==> config.mk <==
export PLATFORM = sky130hd
export DESIGN_NAME = adcsq_top
export DESIGN_NICKNAME = d
export VERILOG_FILES = /design/src/core/adcsq_pkg.sv /design/src/core/adcsq_edge.sv /design/src/core/adcsq_conv.sv /design/src/core/adcsq_top.sv
export SDC_FILE = /design/constraint.sdc
export NUM_CORES = 1
export LEC_CHECK = 0
export BUFFER_PORTS_ARGS = -buffer_cell sky130_fd_sc_hd__clkbuf_2
export CAP_MARGIN = 5
export CORE_UTILIZATION = 45
export DETAILED_ROUTE_END_ITERATION = 12
export HOLD_SLACK_MARGIN = 0.15
export PLACE_DENSITY = 0.74
export SLEW_MARGIN = 20
export SYNTH_ARGS = -nofsm -noshare
export SYNTH_HDL_FRONTEND = slang
export SYNTH_SLANG_ARGS = --single-unit
==> constraint.sdc <==
create_clock -name sys_clk_i -period 4.3 [get_ports sys_clk_i]
set_clock_uncertainty 0.15 [all_clocks]
set_input_delay 0.43 -clock sys_clk_i [delete_from_list [all_inputs] [get_ports sys_clk_i]]
set_output_delay 0.43 -clock sys_clk_i [all_outputs]
set_load 0.005 [all_outputs]
==> src/core/adcsq_pkg.sv <==
// Function
// Enabled trigger pin edge sets the start bit.
// Trigger edge polarity comes from a separate edge select bit.
// Trigger control bits 6 to 1 always read back as 1.
// Software never writes 1 to trigger control bit 0; it resets to 0.
// Ten-bit successive approximation with single and scan modes only.
// Software clears the start bit before changing mode or channel.
// One write may set start with new mode and channel.
// Single mode converts the selected channel once into its data register.
// Single completion sets end flag; interrupt if enabled.
// Single mode start bit reads 1 while busy, then clears itself.
// Scan starts at channel 0 or 4 by group bit, four channels at most.
// Scan stores each result in its channel register, in order.
// Full scan round sets end flag, restarts at first channel.
// Scan start bit never self-clears; rounds repeat until cleared.
// After start wait a delay, sample, then run the approximation.
// Start delay 6 to 9 states at speed 0, 4 to 5 at speed 1.
// Single conversion totals 131 to 134 or 69 to 70 states.
// Later scan conversions take fixed 128 or 66 states.
// Triggered start acts like a software start.
// End flag clears only by writing 0 after reading it as 1.
// Reset or standby clears start bit, stopping conversion.
// Interrupt request is end flag AND enable.
package adcsq_pkg;

  // ---------------------------------------------------------------
  // Register map
  // ---------------------------------------------------------------
  localparam logic [7:0] ADCSQ_CSR_OFS   = 8'h00;
  localparam logic [7:0] ADCSQ_TRG_OFS   = 8'h04;
  localparam logic [7:0] ADCSQ_EDGE_OFS  = 8'h08;
  localparam logic [7:0] ADCSQ_DATA_OFS  = 8'h20;

  // ---------------------------------------------------------------
  // Field positions and reset values
  // ---------------------------------------------------------------
  localparam int ADCSQ_ADF_BIT   = 7;
  localparam int ADCSQ_CONV_END_IRQ_ENABLE_BIT  = 6;
  localparam int ADCSQ_CONV_START_BIT_BIT  = 5;
  localparam int ADCSQ_SCAN_BIT  = 4;
  localparam int ADCSQ_CKS_BIT   = 3;
  localparam int ADCSQ_EXT_TRIGGER_ENABLE_BIT  = 7;
  localparam logic [5:0] ADCSQ_TRG_RSVD = 6'h3F;
  localparam logic [7:0] ADCSQ_CSR_RST  = 8'h00;

  // ---------------------------------------------------------------
  // Timing in states (one state is one sys_clk_i cycle)
  // ---------------------------------------------------------------
  localparam logic [7:0] ADCSQ_DLY0_MIN  = 8'h06;
  localparam logic [7:0] ADCSQ_DLY1_MIN  = 8'h04;
  localparam logic [7:0] ADCSQ_DLY0_FIX  = 8'h03;
  localparam logic [7:0] ADCSQ_DLY1_FIX  = 8'h01;
  localparam logic [7:0] ADCSQ_SPL0      = 8'h1F;
  localparam logic [7:0] ADCSQ_SPL1      = 8'h0F;
  localparam logic [7:0] ADCSQ_CNV0      = 8'h5E;
  localparam logic [7:0] ADCSQ_CNV1      = 8'h32;
  localparam logic [7:0] ADCSQ_STEP0     = 8'h09;
  localparam logic [7:0] ADCSQ_STEP1     = 8'h05;
  localparam int         ADCSQ_RES_W     = 10;

  typedef enum logic [1:0] {ADCSQ_IDLE, ADCSQ_DELAY, ADCSQ_SAMPLE, ADCSQ_CONV} adcsq_state_t;

endpackage

==> src/core/adcsq_edge.sv <==
`timescale 1ns/1ps
`default_nettype none
module adcsq_edge
  import adcsq_pkg::*;
(
  // Clock and reset
  input  wire logic sys_clk_i,
  input  wire logic rstn_i,
  // Trigger
  input  wire logic pin_i,
  input  wire logic enable_i,
  input  wire logic rising_i,
  output logic      fire_o
);

  logic pin_r;

  wire rise_w = pin_i & ~pin_r;
  wire fall_w = ~pin_i & pin_r;
  wire hit_w  = enable_i & (rising_i ? rise_w : fall_w);

  always_ff @(posedge sys_clk_i or negedge rstn_i)
  begin
    if (!rstn_i)
    begin
      pin_r  <= 1'b1;
      fire_o <= 1'b0;
    end
    else
    begin
      pin_r  <= pin_i;
      fire_o <= hit_w;
    end
  end

endmodule
`default_nettype wire

==> src/core/adcsq_conv.sv <==
`timescale 1ns/1ps
`default_nettype none
module adcsq_conv
  import adcsq_pkg::*;
(
  // Clock and reset
  input  wire logic                   sys_clk_i,
  input  wire logic                   rstn_i,
  // Control
  input  wire logic                   start_i,
  input  wire logic                   abort_i,
  input  wire logic                   first_i,
  input  wire logic                   cks_i,
  input  wire logic [1:0]             phase_i,
  // Analog side
  input  wire logic                   cmp_i,
  output logic                        sample_o,
  output logic [ADCSQ_RES_W-1:0]      dac_o,
  // Result
  output logic                        done_o,
  output logic [ADCSQ_RES_W-1:0]      result_o
);

  adcsq_state_t st_r;
  logic [7:0]   cnt_r;
  logic [7:0]   stp_r;
  logic [3:0]   idx_r;

  wire [7:0] dly_w = first_i ? (cks_i ? ADCSQ_DLY1_MIN + {7'h00, phase_i[0]}
                                      : ADCSQ_DLY0_MIN + {6'h00, phase_i})
                             : (cks_i ? ADCSQ_DLY1_FIX : ADCSQ_DLY0_FIX);
  wire [7:0] spl_w  = cks_i ? ADCSQ_SPL1 : ADCSQ_SPL0;
  wire [7:0] cnv_w  = cks_i ? ADCSQ_CNV1 : ADCSQ_CNV0;
  wire [7:0] step_w = cks_i ? ADCSQ_STEP1 : ADCSQ_STEP0;
  wire       last_w = (cnt_r == 8'h00);
  wire       bit_w  = (stp_r == 8'h00) && (idx_r != 4'hF);

  always_ff @(posedge sys_clk_i or negedge rstn_i)
  begin
    if (!rstn_i)
    begin
      st_r     <= ADCSQ_IDLE;
      cnt_r    <= 8'h00;
      stp_r    <= 8'h00;
      idx_r    <= 4'h0;
      sample_o <= 1'b0;
      dac_o    <= '0;
      done_o   <= 1'b0;
      result_o <= '0;
    end
    else
    begin
      done_o <= 1'b0;
      if (abort_i)
      begin
        st_r     <= ADCSQ_IDLE;
        sample_o <= 1'b0;
      end
      else
      begin
        case (st_r)
          ADCSQ_IDLE:
          begin
            if (start_i)
            begin
              st_r  <= ADCSQ_DELAY;
              cnt_r <= dly_w - 8'h01;
            end
          end
          ADCSQ_DELAY:
          begin
            cnt_r <= cnt_r - 8'h01;
            if (last_w)
            begin
              st_r     <= ADCSQ_SAMPLE;
              cnt_r    <= spl_w - 8'h01;
              sample_o <= 1'b1;
            end
          end
          ADCSQ_SAMPLE:
          begin
            cnt_r <= cnt_r - 8'h01;
            if (last_w)
            begin
              st_r     <= ADCSQ_CONV;
              cnt_r    <= cnv_w - 8'h01;
              stp_r    <= step_w - 8'h01;
              idx_r    <= 4'd9;
              sample_o <= 1'b0;
              dac_o    <= 10'h200;
            end
          end
          ADCSQ_CONV:
          begin
            cnt_r <= cnt_r - 8'h01;
            stp_r <= bit_w ? step_w - 8'h01 : stp_r - 8'h01;
            if (bit_w)
            begin
              dac_o[idx_r] <= cmp_i;
              if (idx_r != 4'h0)
                dac_o[idx_r - 4'h1] <= 1'b1;
              idx_r <= idx_r - 4'h1;
            end
            if (last_w)
            begin
              done_o   <= 1'b1;
              result_o <= bit_w ? {dac_o[ADCSQ_RES_W-1:1], cmp_i} : dac_o;
              st_r     <= start_i ? ADCSQ_DELAY : ADCSQ_IDLE;
              cnt_r    <= dly_w - 8'h01;
            end
          end
          default:
            st_r <= ADCSQ_IDLE;
        endcase
      end
    end
  end

endmodule
`default_nettype wire

==> src/core/adcsq_top.sv <==
`timescale 1ns/1ps
`default_nettype none
module adcsq_top
  import adcsq_pkg::*;
(
  // Clock and reset
  input  wire logic                   sys_clk_i,
  input  wire logic                   rstn_i,
  // Avalon-MM slave
  input  wire logic [7:0]             avs_address_i,
  input  wire logic                   avs_read_i,
  input  wire logic                   avs_write_i,
  input  wire logic [3:0]             avs_byteenable_i,
  input  wire logic [31:0]            avs_writedata_i,
  output logic [31:0]                 avs_readdata_o,
  output logic                        avs_waitrequest_o,
  // External trigger and power state
  input  wire logic                   ext_trigger_pin_i,
  input  wire logic                   standby_i,
  // Analog front end
  input  wire logic                   cmp_i,
  output logic                        sample_o,
  output logic [ADCSQ_RES_W-1:0]      dac_o,
  output logic [2:0]                  chan_o,
  // Interrupt request
  output logic                        conv_end_irq_o
);

  // ---------------------------------------------------------------
  // State
  // ---------------------------------------------------------------
  logic                    conv_end_flag_r;
  logic                    conv_end_flag_nxt;
  logic                    conv_end_irq_enable_r;
  logic                    conv_start_bit_r;
  logic                    conv_start_bit_nxt;
  logic                    scan_r;
  logic                    conv_speed_select_r;
  logic [2:0]              chsel_r;
  logic                    ext_trigger_enable_r;
  logic                    trg_bit0_r;
  logic                    trigger_edge_select_r;
  logic                    armed_r;
  logic                    armed_nxt;
  logic [2:0]              cur_r;
  logic [2:0]              cur_nxt;
  logic [1:0]              phase_r;
  logic [ADCSQ_RES_W-1:0]  data_r [0:7];
  logic                    trig_fire;
  logic                    done;
  logic [ADCSQ_RES_W-1:0]  result;

  // ---------------------------------------------------------------
  // Bus decode
  // ---------------------------------------------------------------
  wire       req_w     = avs_read_i | avs_write_i;
  wire       take_w    = req_w & ~avs_waitrequest_o;
  wire       wr_w      = take_w & avs_write_i & avs_byteenable_i[0];
  wire       rd_w      = take_w & avs_read_i;
  wire       sel_csr_w = (avs_address_i == ADCSQ_CSR_OFS);
  wire       sel_trg_w = (avs_address_i == ADCSQ_TRG_OFS);
  wire       sel_edg_w = (avs_address_i == ADCSQ_EDGE_OFS);
  wire       sel_dat_w = (avs_address_i[7:5] == ADCSQ_DATA_OFS[7:5])
                         && (avs_address_i[1:0] == 2'b00);
  wire [2:0] dat_idx_w = avs_address_i[4:2];
  wire       csr_wr_w  = wr_w & sel_csr_w;
  wire [7:0] wd_w      = avs_writedata_i[7:0];

  wire [7:0] csr_rd_w = {conv_end_flag_r, conv_end_irq_enable_r, conv_start_bit_r,
                         scan_r, conv_speed_select_r, chsel_r};
  wire [7:0] trg_rd_w = {ext_trigger_enable_r, ADCSQ_TRG_RSVD, trg_bit0_r};

  wire [31:0] rd_mux_w = sel_csr_w ? {24'h000000, csr_rd_w}
                       : sel_trg_w ? {24'h000000, trg_rd_w}
                       : sel_edg_w ? {31'h00000000, trigger_edge_select_r}
                       : sel_dat_w ? {22'h000000, data_r[dat_idx_w]}
                       : 32'h00000000;

  // ---------------------------------------------------------------
  // Channel group
  // ---------------------------------------------------------------
  wire [2:0] base_w  = {chsel_r[2], 2'b00};
  wire       last_ch_w = scan_r ? (cur_r == chsel_r) : 1'b1;

  // ---------------------------------------------------------------
  // Start control
  // ---------------------------------------------------------------
  wire sw_set_w    = csr_wr_w & wd_w[ADCSQ_CONV_START_BIT_BIT];
  wire sw_clr_w    = csr_wr_w & ~wd_w[ADCSQ_CONV_START_BIT_BIT];
  wire set_start_w = sw_set_w | trig_fire;
  wire new_start_w = set_start_w & ~conv_start_bit_r;
  wire stop_w      = standby_i | (sw_clr_w & ~trig_fire);
  wire round_end_w = done & last_ch_w;
  wire single_end_w = done & ~scan_r;
  wire restart_w   = scan_r & conv_start_bit_r & ~stop_w;
  wire abort_w     = stop_w & ~new_start_w;

  always_comb
  begin
    conv_start_bit_nxt = conv_start_bit_r;
    if (single_end_w)
      conv_start_bit_nxt = 1'b0;
    if (set_start_w)
      conv_start_bit_nxt = 1'b1;
    if (stop_w)
      conv_start_bit_nxt = 1'b0;
  end

  // ---------------------------------------------------------------
  // Conversion-end flag
  // ---------------------------------------------------------------
  wire flag_set_w = round_end_w & conv_start_bit_r;
  wire flag_clr_w = csr_wr_w & ~wd_w[ADCSQ_ADF_BIT] & armed_r;

  always_comb
  begin
    conv_end_flag_nxt = conv_end_flag_r;
    if (flag_clr_w)
      conv_end_flag_nxt = 1'b0;
    if (flag_set_w)
      conv_end_flag_nxt = 1'b1;
  end

  always_comb
  begin
    armed_nxt = armed_r;
    if (csr_wr_w)
      armed_nxt = 1'b0;
    if (rd_w & sel_csr_w & avs_readdata_o[ADCSQ_ADF_BIT])
      armed_nxt = 1'b1;
    if (flag_clr_w | ~conv_end_flag_r)
      armed_nxt = armed_nxt & conv_end_flag_nxt & ~flag_clr_w;
  end

  // ---------------------------------------------------------------
  // Channel sequencing
  // ---------------------------------------------------------------
  wire       scan_nxt_w  = csr_wr_w ? wd_w[ADCSQ_SCAN_BIT] : scan_r;
  wire [2:0] chsel_nxt_w = csr_wr_w ? wd_w[2:0] : chsel_r;
  wire [2:0] base_nxt_w  = {chsel_nxt_w[2], 2'b00};
  wire       cks_nxt_w   = csr_wr_w ? wd_w[ADCSQ_CKS_BIT] : conv_speed_select_r;

  always_comb
  begin
    cur_nxt = cur_r;
    if (new_start_w)
      cur_nxt = scan_nxt_w ? base_nxt_w : chsel_nxt_w;
    else if (done & scan_r)
      cur_nxt = last_ch_w ? base_w : cur_r + 3'h1;
  end

  // ---------------------------------------------------------------
  // Start-write phase divider
  // ---------------------------------------------------------------
  always_ff @(posedge sys_clk_i or negedge rstn_i)
  begin
    if (!rstn_i)
      phase_r <= 2'b00;
    else
      phase_r <= phase_r + 2'b01;
  end

  // ---------------------------------------------------------------
  // Control registers
  // ---------------------------------------------------------------
  always_ff @(posedge sys_clk_i or negedge rstn_i)
  begin
    if (!rstn_i)
    begin
      conv_end_flag_r       <= 1'b0;
      conv_end_irq_enable_r <= 1'b0;
      conv_start_bit_r      <= 1'b0;
      scan_r                <= 1'b0;
      conv_speed_select_r   <= 1'b0;
      chsel_r               <= 3'h0;
      armed_r               <= 1'b0;
      cur_r                 <= 3'h0;
    end
    else
    begin
      conv_end_flag_r  <= conv_end_flag_nxt;
      conv_start_bit_r <= conv_start_bit_nxt;
      armed_r          <= armed_nxt;
      cur_r            <= cur_nxt;
      if (csr_wr_w)
      begin
        conv_end_irq_enable_r <= wd_w[ADCSQ_CONV_END_IRQ_ENABLE_BIT];
        scan_r                <= wd_w[ADCSQ_SCAN_BIT];
        conv_speed_select_r   <= wd_w[ADCSQ_CKS_BIT];
        chsel_r               <= wd_w[2:0];
      end
    end
  end

  always_ff @(posedge sys_clk_i or negedge rstn_i)
  begin
    if (!rstn_i)
    begin
      ext_trigger_enable_r  <= 1'b0;
      trg_bit0_r            <= 1'b0;
      trigger_edge_select_r <= 1'b0;
    end
    else if (wr_w & sel_trg_w)
    begin
      ext_trigger_enable_r <= wd_w[ADCSQ_EXT_TRIGGER_ENABLE_BIT];
      trg_bit0_r           <= wd_w[0];
    end
    else if (wr_w & sel_edg_w)
      trigger_edge_select_r <= wd_w[0];
  end

  // ---------------------------------------------------------------
  // Result registers
  // ---------------------------------------------------------------
  always_ff @(posedge sys_clk_i or negedge rstn_i)
  begin
    if (!rstn_i)
    begin
      for (int i = 0; i < 8; i++)
        data_r[i] <= '0;
    end
    else if (done & conv_start_bit_r)
      data_r[cur_r] <= result;
  end

  // ---------------------------------------------------------------
  // Bus answer: one wait state per access
  // ---------------------------------------------------------------
  always_ff @(posedge sys_clk_i or negedge rstn_i)
  begin
    if (!rstn_i)
    begin
      avs_waitrequest_o <= 1'b1;
      avs_readdata_o    <= 32'h00000000;
    end
    else
    begin
      avs_waitrequest_o <= ~(req_w & avs_waitrequest_o);
      if (req_w & avs_waitrequest_o)
        avs_readdata_o <= rd_mux_w;
    end
  end

  // ---------------------------------------------------------------
  // Interrupt and channel outputs
  // ---------------------------------------------------------------
  always_ff @(posedge sys_clk_i or negedge rstn_i)
  begin
    if (!rstn_i)
    begin
      conv_end_irq_o <= 1'b0;
      chan_o         <= 3'h0;
    end
    else
    begin
      conv_end_irq_o <= conv_end_flag_r & conv_end_irq_enable_r;
      chan_o         <= cur_r;
    end
  end

  // ---------------------------------------------------------------
  // Submodules
  // ---------------------------------------------------------------
  adcsq_edge u_edge (
    .sys_clk_i (sys_clk_i),
    .rstn_i    (rstn_i),
    .pin_i     (ext_trigger_pin_i),
    .enable_i  (ext_trigger_enable_r),
    .rising_i  (trigger_edge_select_r),
    .fire_o    (trig_fire)
  );

  adcsq_conv u_conv (
    .sys_clk_i (sys_clk_i),
    .rstn_i    (rstn_i),
    .start_i   (new_start_w | restart_w),
    .abort_i   (abort_w),
    .first_i   (new_start_w),
    .cks_i     (new_start_w ? cks_nxt_w : conv_speed_select_r),
    .phase_i   (phase_r),
    .cmp_i     (cmp_i),
    .sample_o  (sample_o),
    .dac_o     (dac_o),
    .done_o    (done),
    .result_o  (result)
  );

endmodule
`default_nettype wire

==> flow_metrics.env, run 1 <==
export IMPL_path_max_fanout=12
export IMPL_place_detailed_hpwl_um=12300
export IMPL_cts_htree_levels=4
export IMPL_finalNetCount=867
export IMPL_hold_violations=0
export IMPL_cpLargestDelayFamily="simple AND/OR/NAND/NOR gates"
export IMPL_min_delay_path_class="in -> reg"
export IMPL_cp_buffers_inverters=1
export IMPL_timing_rr_end="u_conv.stp_r[6]"
export IMPL_dieArea_um2=18900
export IMPL_rsz0062_at_grt="false"
export IMPL_power_share_of_the_combinational_group=0.103
export IMPL_die_width_um=137
export IMPL_static_leakage_power_nw=4.36
export IMPL_placement_row_count=49
export IMPL_min_delay_worst_endpoint="u_conv.dac_o[9]"
export IMPL_clk_pin_slew_ps=60
export IMPL_ys_seq_elements=158
export IMPL_ys_dominant_reg_cell="sky130_fd_sc_hd__dfrtp_1"
export IMPL_worst_setup_path_start_kind="flip-flop"
export IMPL_vias_per_cell=5.74
export IMPL_power_internal_mw=2.53
export IMPL_drtPass1Iterations=5
export IMPL_max_slew_worst_pin_slew_ps=1080
export IMPL_setup_violations=0
export IMPL_die_h_um=137
export IMPL_power_share_sequential=0.459
export IMPL_number_of_antenna_violations_at_the_first_check_in_global_routing=0
export IMPL_first_global_vias=5801
export IMPL_gr_usage_all_layers=0.210
export IMPL_synth_top_cells_by_area="sky130_fd_sc_hd__dfrtp_1 47%, sky130_fd_sc_hd__mux2_2 13%, sky130_fd_sc_hd__mux4_2 5.5%"
export IMPL_max_clock_path_buffers=2
export IMPL_floorplan_initialDensity=0.459
export IMPL_detail_route_wirelength_um=18400
export IMPL_post_synth_cell_area_avg_um2=11.1
export IMPL_insertion_delay_ps=430
export IMPL_net_switching_power_mw=0.920
export IMPL_grt_max_degree=115
export IMPL_core_area_um2=18000
export IMPL_pwr_share_clk=0.438
export IMPL_cp_data_arrival_time_ps=3490
export IMPL_synth_top_area_share=0.473
export IMPL_synth_cell_area_um2=8250
export IMPL_hold_path_cell_cnt=3
export IMPL_max_cap_violations=0
export IMPL_sw_frac=0.267
export IMPL_cp_required_ps=4480
export IMPL_most_common_layout_cells="156 x sky130_fd_sc_hd__dfrtp_1, 96 x sky130_fd_sc_hd__mux2_2, 56 x sky130_fd_sc_hd__nand2_1"
export IMPL_route_detailed_drc=0
export IMPL_hold_start="cmp_i"
export IMPL_rrSetupSlack_ps=990
export IMPL_crit_type="reg -> reg"
export IMPL_top_level_ports=99
export IMPL_clock_fmax_ghz=0.302
export IMPL_final_weighted_congestion_in_routability_driven_placement=0.856
export IMPL_cell_at_the_root_of_the_clock_tree="sky130_fd_sc_hd__clkbuf_16"
export IMPL_cts_tree="done"
export IMPL_post_placement_cell_area_um2=8670
export IMPL_layout_drive_gt1_share=0.271
export IMPL_detail_route_antenna_nets=0
export IMPL_synth_lib_cells_used_distinct=69
export IMPL_synth_async_reset_ratio=1.00
export IMPL_timing_critical_path_slowest_cell_delay_ps=550
export IMPL_r2r_cells=8
export IMPL_slew_headroom=0.275
export IMPL_tritoncts_num_buffers=17
export IMPL_synth_warnings=0
export IMPL_cts_sinks=158
export IMPL_final_max_slew_violation_count=0
export IMPL_outcome="complete, no violations"
export IMPL_insertedDiodeCount=0
export IMPL_synth_cells=742
export IMPL_layout_cells_most_common="sky130_fd_sc_hd__dfrtp_1"
export IMPL_synth_edff_count=0
export IMPL_vdd_drop_max_mv=0.242
export IMPL_port_buffers=49
export IMPL_power_density_nw_per_um2=368
export IMPL_synth_seq_area_share=0.479
export IMPL_final_fill_count=1547
export IMPL_area_delta_synth_final_pct=13.6
export IMPL_cp_cell_sequence="inv_1, ha_1, nor4b_1, and2_1, mux2i_1, or3_1, or2_1, o31ai_1"
export IMPL_cp_capture_type="flip-flop"
export IMPL_worstReg2RegStart="u_conv.cnt_r[0]"
export IMPL_detailedRoute_firstIterationViolations=466
export IMPL_grt_overflow_total=0
export IMPL_via_count=5976
export IMPL_wire_length_of_the_first_global_routing_pass_um=30000
export IMPL_design_area_um2=9370
export IMPL_fin_crit_sh=0.770
export IMPL_setup_tns_final_ps=0
export IMPL_critical_path_slowest_cell="sky130_fd_sc_hd__or3_1"
export IMPL_synth_largest_area_cell="sky130_fd_sc_hd__dfrtp_1"
export IMPL_drt_wirelength_per_cell_um=17.6
export IMPL_post_route_min_period_ps=3310
## what timing repair did
item	4_1_cts	5_1_grt
gates resized for setup	0	0
hold buffers	11	0
setup buffers	0	0
endpoints found under the setup margin	0	0
endpoints found under the hold margin	121	0
## synth_stat cells, drive strengths merged, types with 6 or more instances
cell type  count
a31oi         12
clkbuf        25
o21ai         40
a21oi         43
o31ai         13
ha            16
nand3         11
or3            8
nor3          19
nand2         56
buf           30
mux2i         17
mux4          20
nor2          52
inv           24
o22a          11
nand2b         9
dfrtp        156
mux2          96
and2           6
nor2b          6
## sequential cells by signal (all words and copies together) (netlist names), 2 cells and up
| register | count |
|---|---|
| avs_readdata_o | 10 |
| chan_o | 3 |
| chsel_r | 3 |
| cur_r | 3 |
| data_r | 80 |
| phase_r | 2 |
| u_conv.cnt_r | 8 |
| u_conv.dac_o | 10 |
| u_conv.idx_r | 4 |
| u_conv.result_o | 10 |
| u_conv.st_r | 2 |
| u_conv.stp_r | 8 |
## through the flow
| stage | hold slack (ps) | instances | worst slack [ps] | util | power (mW) |
|---|---|---|---|---|---|
| 2_1_floorplan | -15.6 | 763 | 1120 | - | 1.85 |
| 3_3_place_gp | 316 | 999 | 879 | 0.483 | 1.95 |
| 3_5_place_dp | 321 | 999 | 848 | 0.483 | 1.95 |
| 4_1_cts | 271 | 1041 | 1020 | 0.521 | 3.47 |
| 5_1_grt | 318 | 1041 | 797 | 0.522 | 3.59 |
| 6_report | 293 | 1041 | 990 | 0.522 | 3.45 |
## worst max-delay path by stage
stage	slack (ps)	start	end	depth (start not counted)
after floorplan	1120	avs_address_i[2]	u_conv.cnt_r[2]	11
after global routing	800	u_conv.cnt_r[0]	u_conv.stp_r[6]	8
final	990	u_conv.cnt_r[0]	u_conv.stp_r[6]	8
after CTS	1020	u_conv.cnt_r[0]	u_conv.stp_r[6]	8
after detailed placement	850	avs_address_i[4]	u_conv.cnt_r[2]	11
after global placement	880	avs_address_i[4]	u_conv.cnt_r[2]	11
## routing by layer
| metal | vias to the layer above | share of wire | wire [um] | global-route usage |
|---|---|---|---|---|
| met4 | 0 | 0.020 | 361 | 0.0842 |
| met1 | 2973 | 0.46 | 8480 | 0.288 |
| met5 | - | 0 | 0 | 0 |
| li1 | 2798 | - | - | - |
| met2 | 175 | 0.47 | 8650 | 0.327 |
| met3 | 30 | 0.047 | 865 | 0.0416 |
## cell type report
cell class	instances	area, um^2	share of cell area
clock buffer	18	429	0.0458
clock inverter	13	156	0.0167
inverter	25	93.8	0.0100
multi-input combinational	525	3990	0.426
sequential	158	3960	0.422
tap	229	287	0.0306
timing repair buffer	73	462	0.0493
## power groups by stage
| stage | clock, mW | sequential [mW] | combinational [mW] |
|---|---|---|---|
| 6_report | 1.51 | 1.58 | 0.355 |
| 5_1_grt | 1.60 | 1.59 | 0.406 |
| 4_1_cts | 1.54 | 1.58 | 0.353 |
| 3_5_place_dp | 0 | 1.61 | 0.344 |
| 3_3_place_gp | 0 | 1.61 | 0.337 |
| 2_1_floorplan | 0 | 1.59 | 0.259 |
## kinds of logic (layout without fill, tap and decap cells)
kind of cell    count (synthesis)  after routing  synth area share
simple gates                  195            195             0.119
other cells                     1             22          0.000454
fa+ha+maj                      16             16            0.0243
buf+inv                        80            129            0.0473
compound gates                154            154             0.119
xor+xnor                        5              5           0.00531
mux                           133            133             0.206
flops                         158            158             0.479
## tightest hold or removal path: cells and delay by family
family          cells  cell delay, ps
compound gates      1             140
simple gates        1              80
buf+inv             1             170
(Power assumes the default switching activity.)
==> run 2: changes to the inputs <==
==> constraint.sdc (replaced) <==
create_clock -name sys_clk_i -period 3.4 [get_ports sys_clk_i]
set_clock_uncertainty 0.15 [all_clocks]
set_input_delay 0.34 -clock sys_clk_i [delete_from_list [all_inputs] [get_ports sys_clk_i]]
set_output_delay 0.34 -clock sys_clk_i [all_outputs]
set_load 0.005 [all_outputs]
==> run 2 against run 1 <==
Effect of this change: first-iteration DRC count decreased by 12%; hold slack got worse by 82 ps; global-route usage decreased by 0.10 points; combinational power increased by 32%; highest routed layer unchanged.
==> flow_metrics.env, run 2 (synthesis results as in run 1) <==
export IMPL_outcome="complete, no violations"
export IMPL_cts_tree="done"
export IMPL_cp_capture_type="flip-flop"
export IMPL_max_slew_worst_pin_slew_ps=738
export IMPL_r2r_cells=12
export IMPL_tritoncts_num_buffers=17
export IMPL_min_delay_path_class="in -> reg"
export IMPL_die_width_um=137
export IMPL_final_max_slew_violation_count=0
export IMPL_final_weighted_congestion_in_routability_driven_placement=0.864
export IMPL_via_count=6013
export IMPL_cts_htree_levels=4
export IMPL_drtPass1Iterations=5
export IMPL_vias_per_cell=5.72
export IMPL_port_buffers=49
export IMPL_detail_route_antenna_nets=0
export IMPL_path_max_fanout=6
export IMPL_largest_reg_flops=80
export IMPL_route_detailed_drc=0
export IMPL_crit_type="reg -> reg"
export IMPL_max_cap_violations=0
export IMPL_first_global_vias=5720
export IMPL_post_route_min_period_ps=2930
export IMPL_fin_crit_sh=0.862
export IMPL_grt_overflow_total=0
export IMPL_wire_length_of_the_first_global_routing_pass_um=30000
export IMPL_top_level_ports=99
export IMPL_most_common_layout_cells="156 x sky130_fd_sc_hd__dfrtp_1, 96 x sky130_fd_sc_hd__mux2_2, 56 x sky130_fd_sc_hd__nand2_1"
export IMPL_die_h_um=137
export IMPL_power_density_nw_per_um2=468
export IMPL_cell_at_the_root_of_the_clock_tree="sky130_fd_sc_hd__clkbuf_16"
export IMPL_slew_headroom=0.508
export IMPL_layout_cells_most_common="sky130_fd_sc_hd__dfrtp_1"
export IMPL_layout_drive_gt1_share=0.278
export IMPL_finalNetCount=877
export IMPL_clk_pin_slew_ps=60
export IMPL_number_of_antenna_violations_at_the_first_check_in_global_routing=0
export IMPL_floorplan_initialDensity=0.459
export IMPL_setup_violations=0
export IMPL_place_detailed_hpwl_um=12400
export IMPL_gr_usage_all_layers=0.209
export IMPL_cp_required_ps=3590
export IMPL_core_area_um2=18000
export IMPL_dieArea_um2=18900
export IMPL_worst_setup_path_start_kind="flip-flop"
export IMPL_setup_tns_final_ps=0
export IMPL_largest_register="data_r"
export IMPL_max_clock_path_buffers=2
export IMPL_hold_path_cell_cnt=3
export IMPL_insertion_delay_ps=430
export IMPL_hold_violations=0
export IMPL_detailedRoute_firstIterationViolations=411
export IMPL_static_leakage_power_nw=4.43
export IMPL_cts_sinks=158
export IMPL_vdd_drop_max_mv=0.364
export IMPL_placement_row_count=49
export IMPL_clock_fmax_ghz=0.341
export IMPL_detail_route_wirelength_um=18500
export IMPL_final_hold_worst_slack_ps=210
export IMPL_cp_data_arrival_time_ps=3120
export IMPL_grt_max_degree=76
export IMPL_rsz0062_at_grt="false"
export IMPL_area_delta_synth_final_pct=14.8
export IMPL_drt_wirelength_per_cell_um=17.6
export IMPL_insertedDiodeCount=0
## run 2: cell types whose count changed in the layout (fill, tap and decap cells not counted), sizes merged
| cell | before | now |
|---|---|---|
| buf | 13 | 24 |
| bufinv | 2 | 3 |
| clkbuf | 67 | 68 |
| clkinv | 3 | 6 |
| clkinvlp | 3 | 1 |
| inv | 30 | 27 |
## run 2: path summary, 6_finish.rpt
kind                                         from            endpoint  slack, ps
worst max-delay path            avs_waitrequest_o     u_conv.cnt_r[2]        470
max in group asynchronous                  rstn_i  u_conv.result_o[5]       1950
worst min-delay path                        cmp_i     u_conv.dac_o[9]        210
worst max register to register  avs_waitrequest_o     u_conv.cnt_r[2]        470
min in group asynchronous                  rstn_i     u_conv.cnt_r[1]        350
worst min register to register    u_conv.stp_r[6]     u_conv.stp_r[6]        320
## run 2: stage by stage
| stage | worst slack, ps | utilization | total power, mW | instances | instance area (um^2) |
|---|---|---|---|---|---|
| 3_3_place_gp | 299 | 0.488 | 2.48 | 1009 | 8760 |
| 5_1_grt | 247 | 0.528 | 4.61 | 1052 | 9480 |
| 6_report | 471 | 0.528 | 4.43 | 1052 | 9480 |
| 4_1_cts | 485 | 0.528 | 4.46 | 1052 | 9480 |
| 3_5_place_dp | 260 | 0.488 | 2.49 | 1009 | 8760 |
| 2_1_floorplan | 312 | - | 2.34 | 763 | 8330 |
## run 2: what timing repair did
item	CTS	global route
hold buffers	11	0
endpoints found under the setup margin	0	0
buffers inserted	0	0
hold endpoints to repair	85	0
gates resized for setup	0	0
## run 2: power by group
part | leakage [nW] | switching (mW) | total [mW] | internal, mW
logic | 2.02 | 0.290 | 0.468 | 0.178
clock network | 0.295 | 0.779 | 1.96 | 1.18
registers | 2.12 | 0.0648 | 2.00 | 1.94
## run 2: layer usage
layer / share of wire / GRT usage / up-vias
li1: - / - / 2806
met1: 0.45 / 0.288 / 3007
met2: 0.48 / 0.329 / 176
met3: 0.053 / 0.0449 / 24
met4: 0.015 / 0.0672 / 0
met5: 0 / 0 / -
## run 2: cell type report
| class | count | area, um^2 |
|---|---|---|
| Tap cell | 229 | 287 |
| Clock buffer | 20 | 447 |
| Fill cell | 1499 | 8490 |
| Sequential cell | 158 | 3960 |
| Clock inverter | 12 | 160 |
| Multi-Input combinational cell | 525 | 3990 |
| Inverter | 25 | 93.8 |
| Timing Repair Buffer | 83 | 547 |
## run 2: critical path, stage by stage, from the launching register on
cell and delay, ps:
sky130_fd_sc_hd__dfstp_2 570, sky130_fd_sc_hd__nor4bb_1 60, sky130_fd_sc_hd__buf_4 150, sky130_fd_sc_hd__a41oi_1 360, sky130_fd_sc_hd__nor2_1 70, sky130_fd_sc_hd__buf_4 160, sky130_fd_sc_hd__nor2_1 80, sky130_fd_sc_hd__a21oi_1 50
sky130_fd_sc_hd__ha_1 230, sky130_fd_sc_hd__or3_1 370, sky130_fd_sc_hd__o2111ai_1 250, sky130_fd_sc_hd__a22oi_1 130, sky130_fd_sc_hd__o221ai_1 190
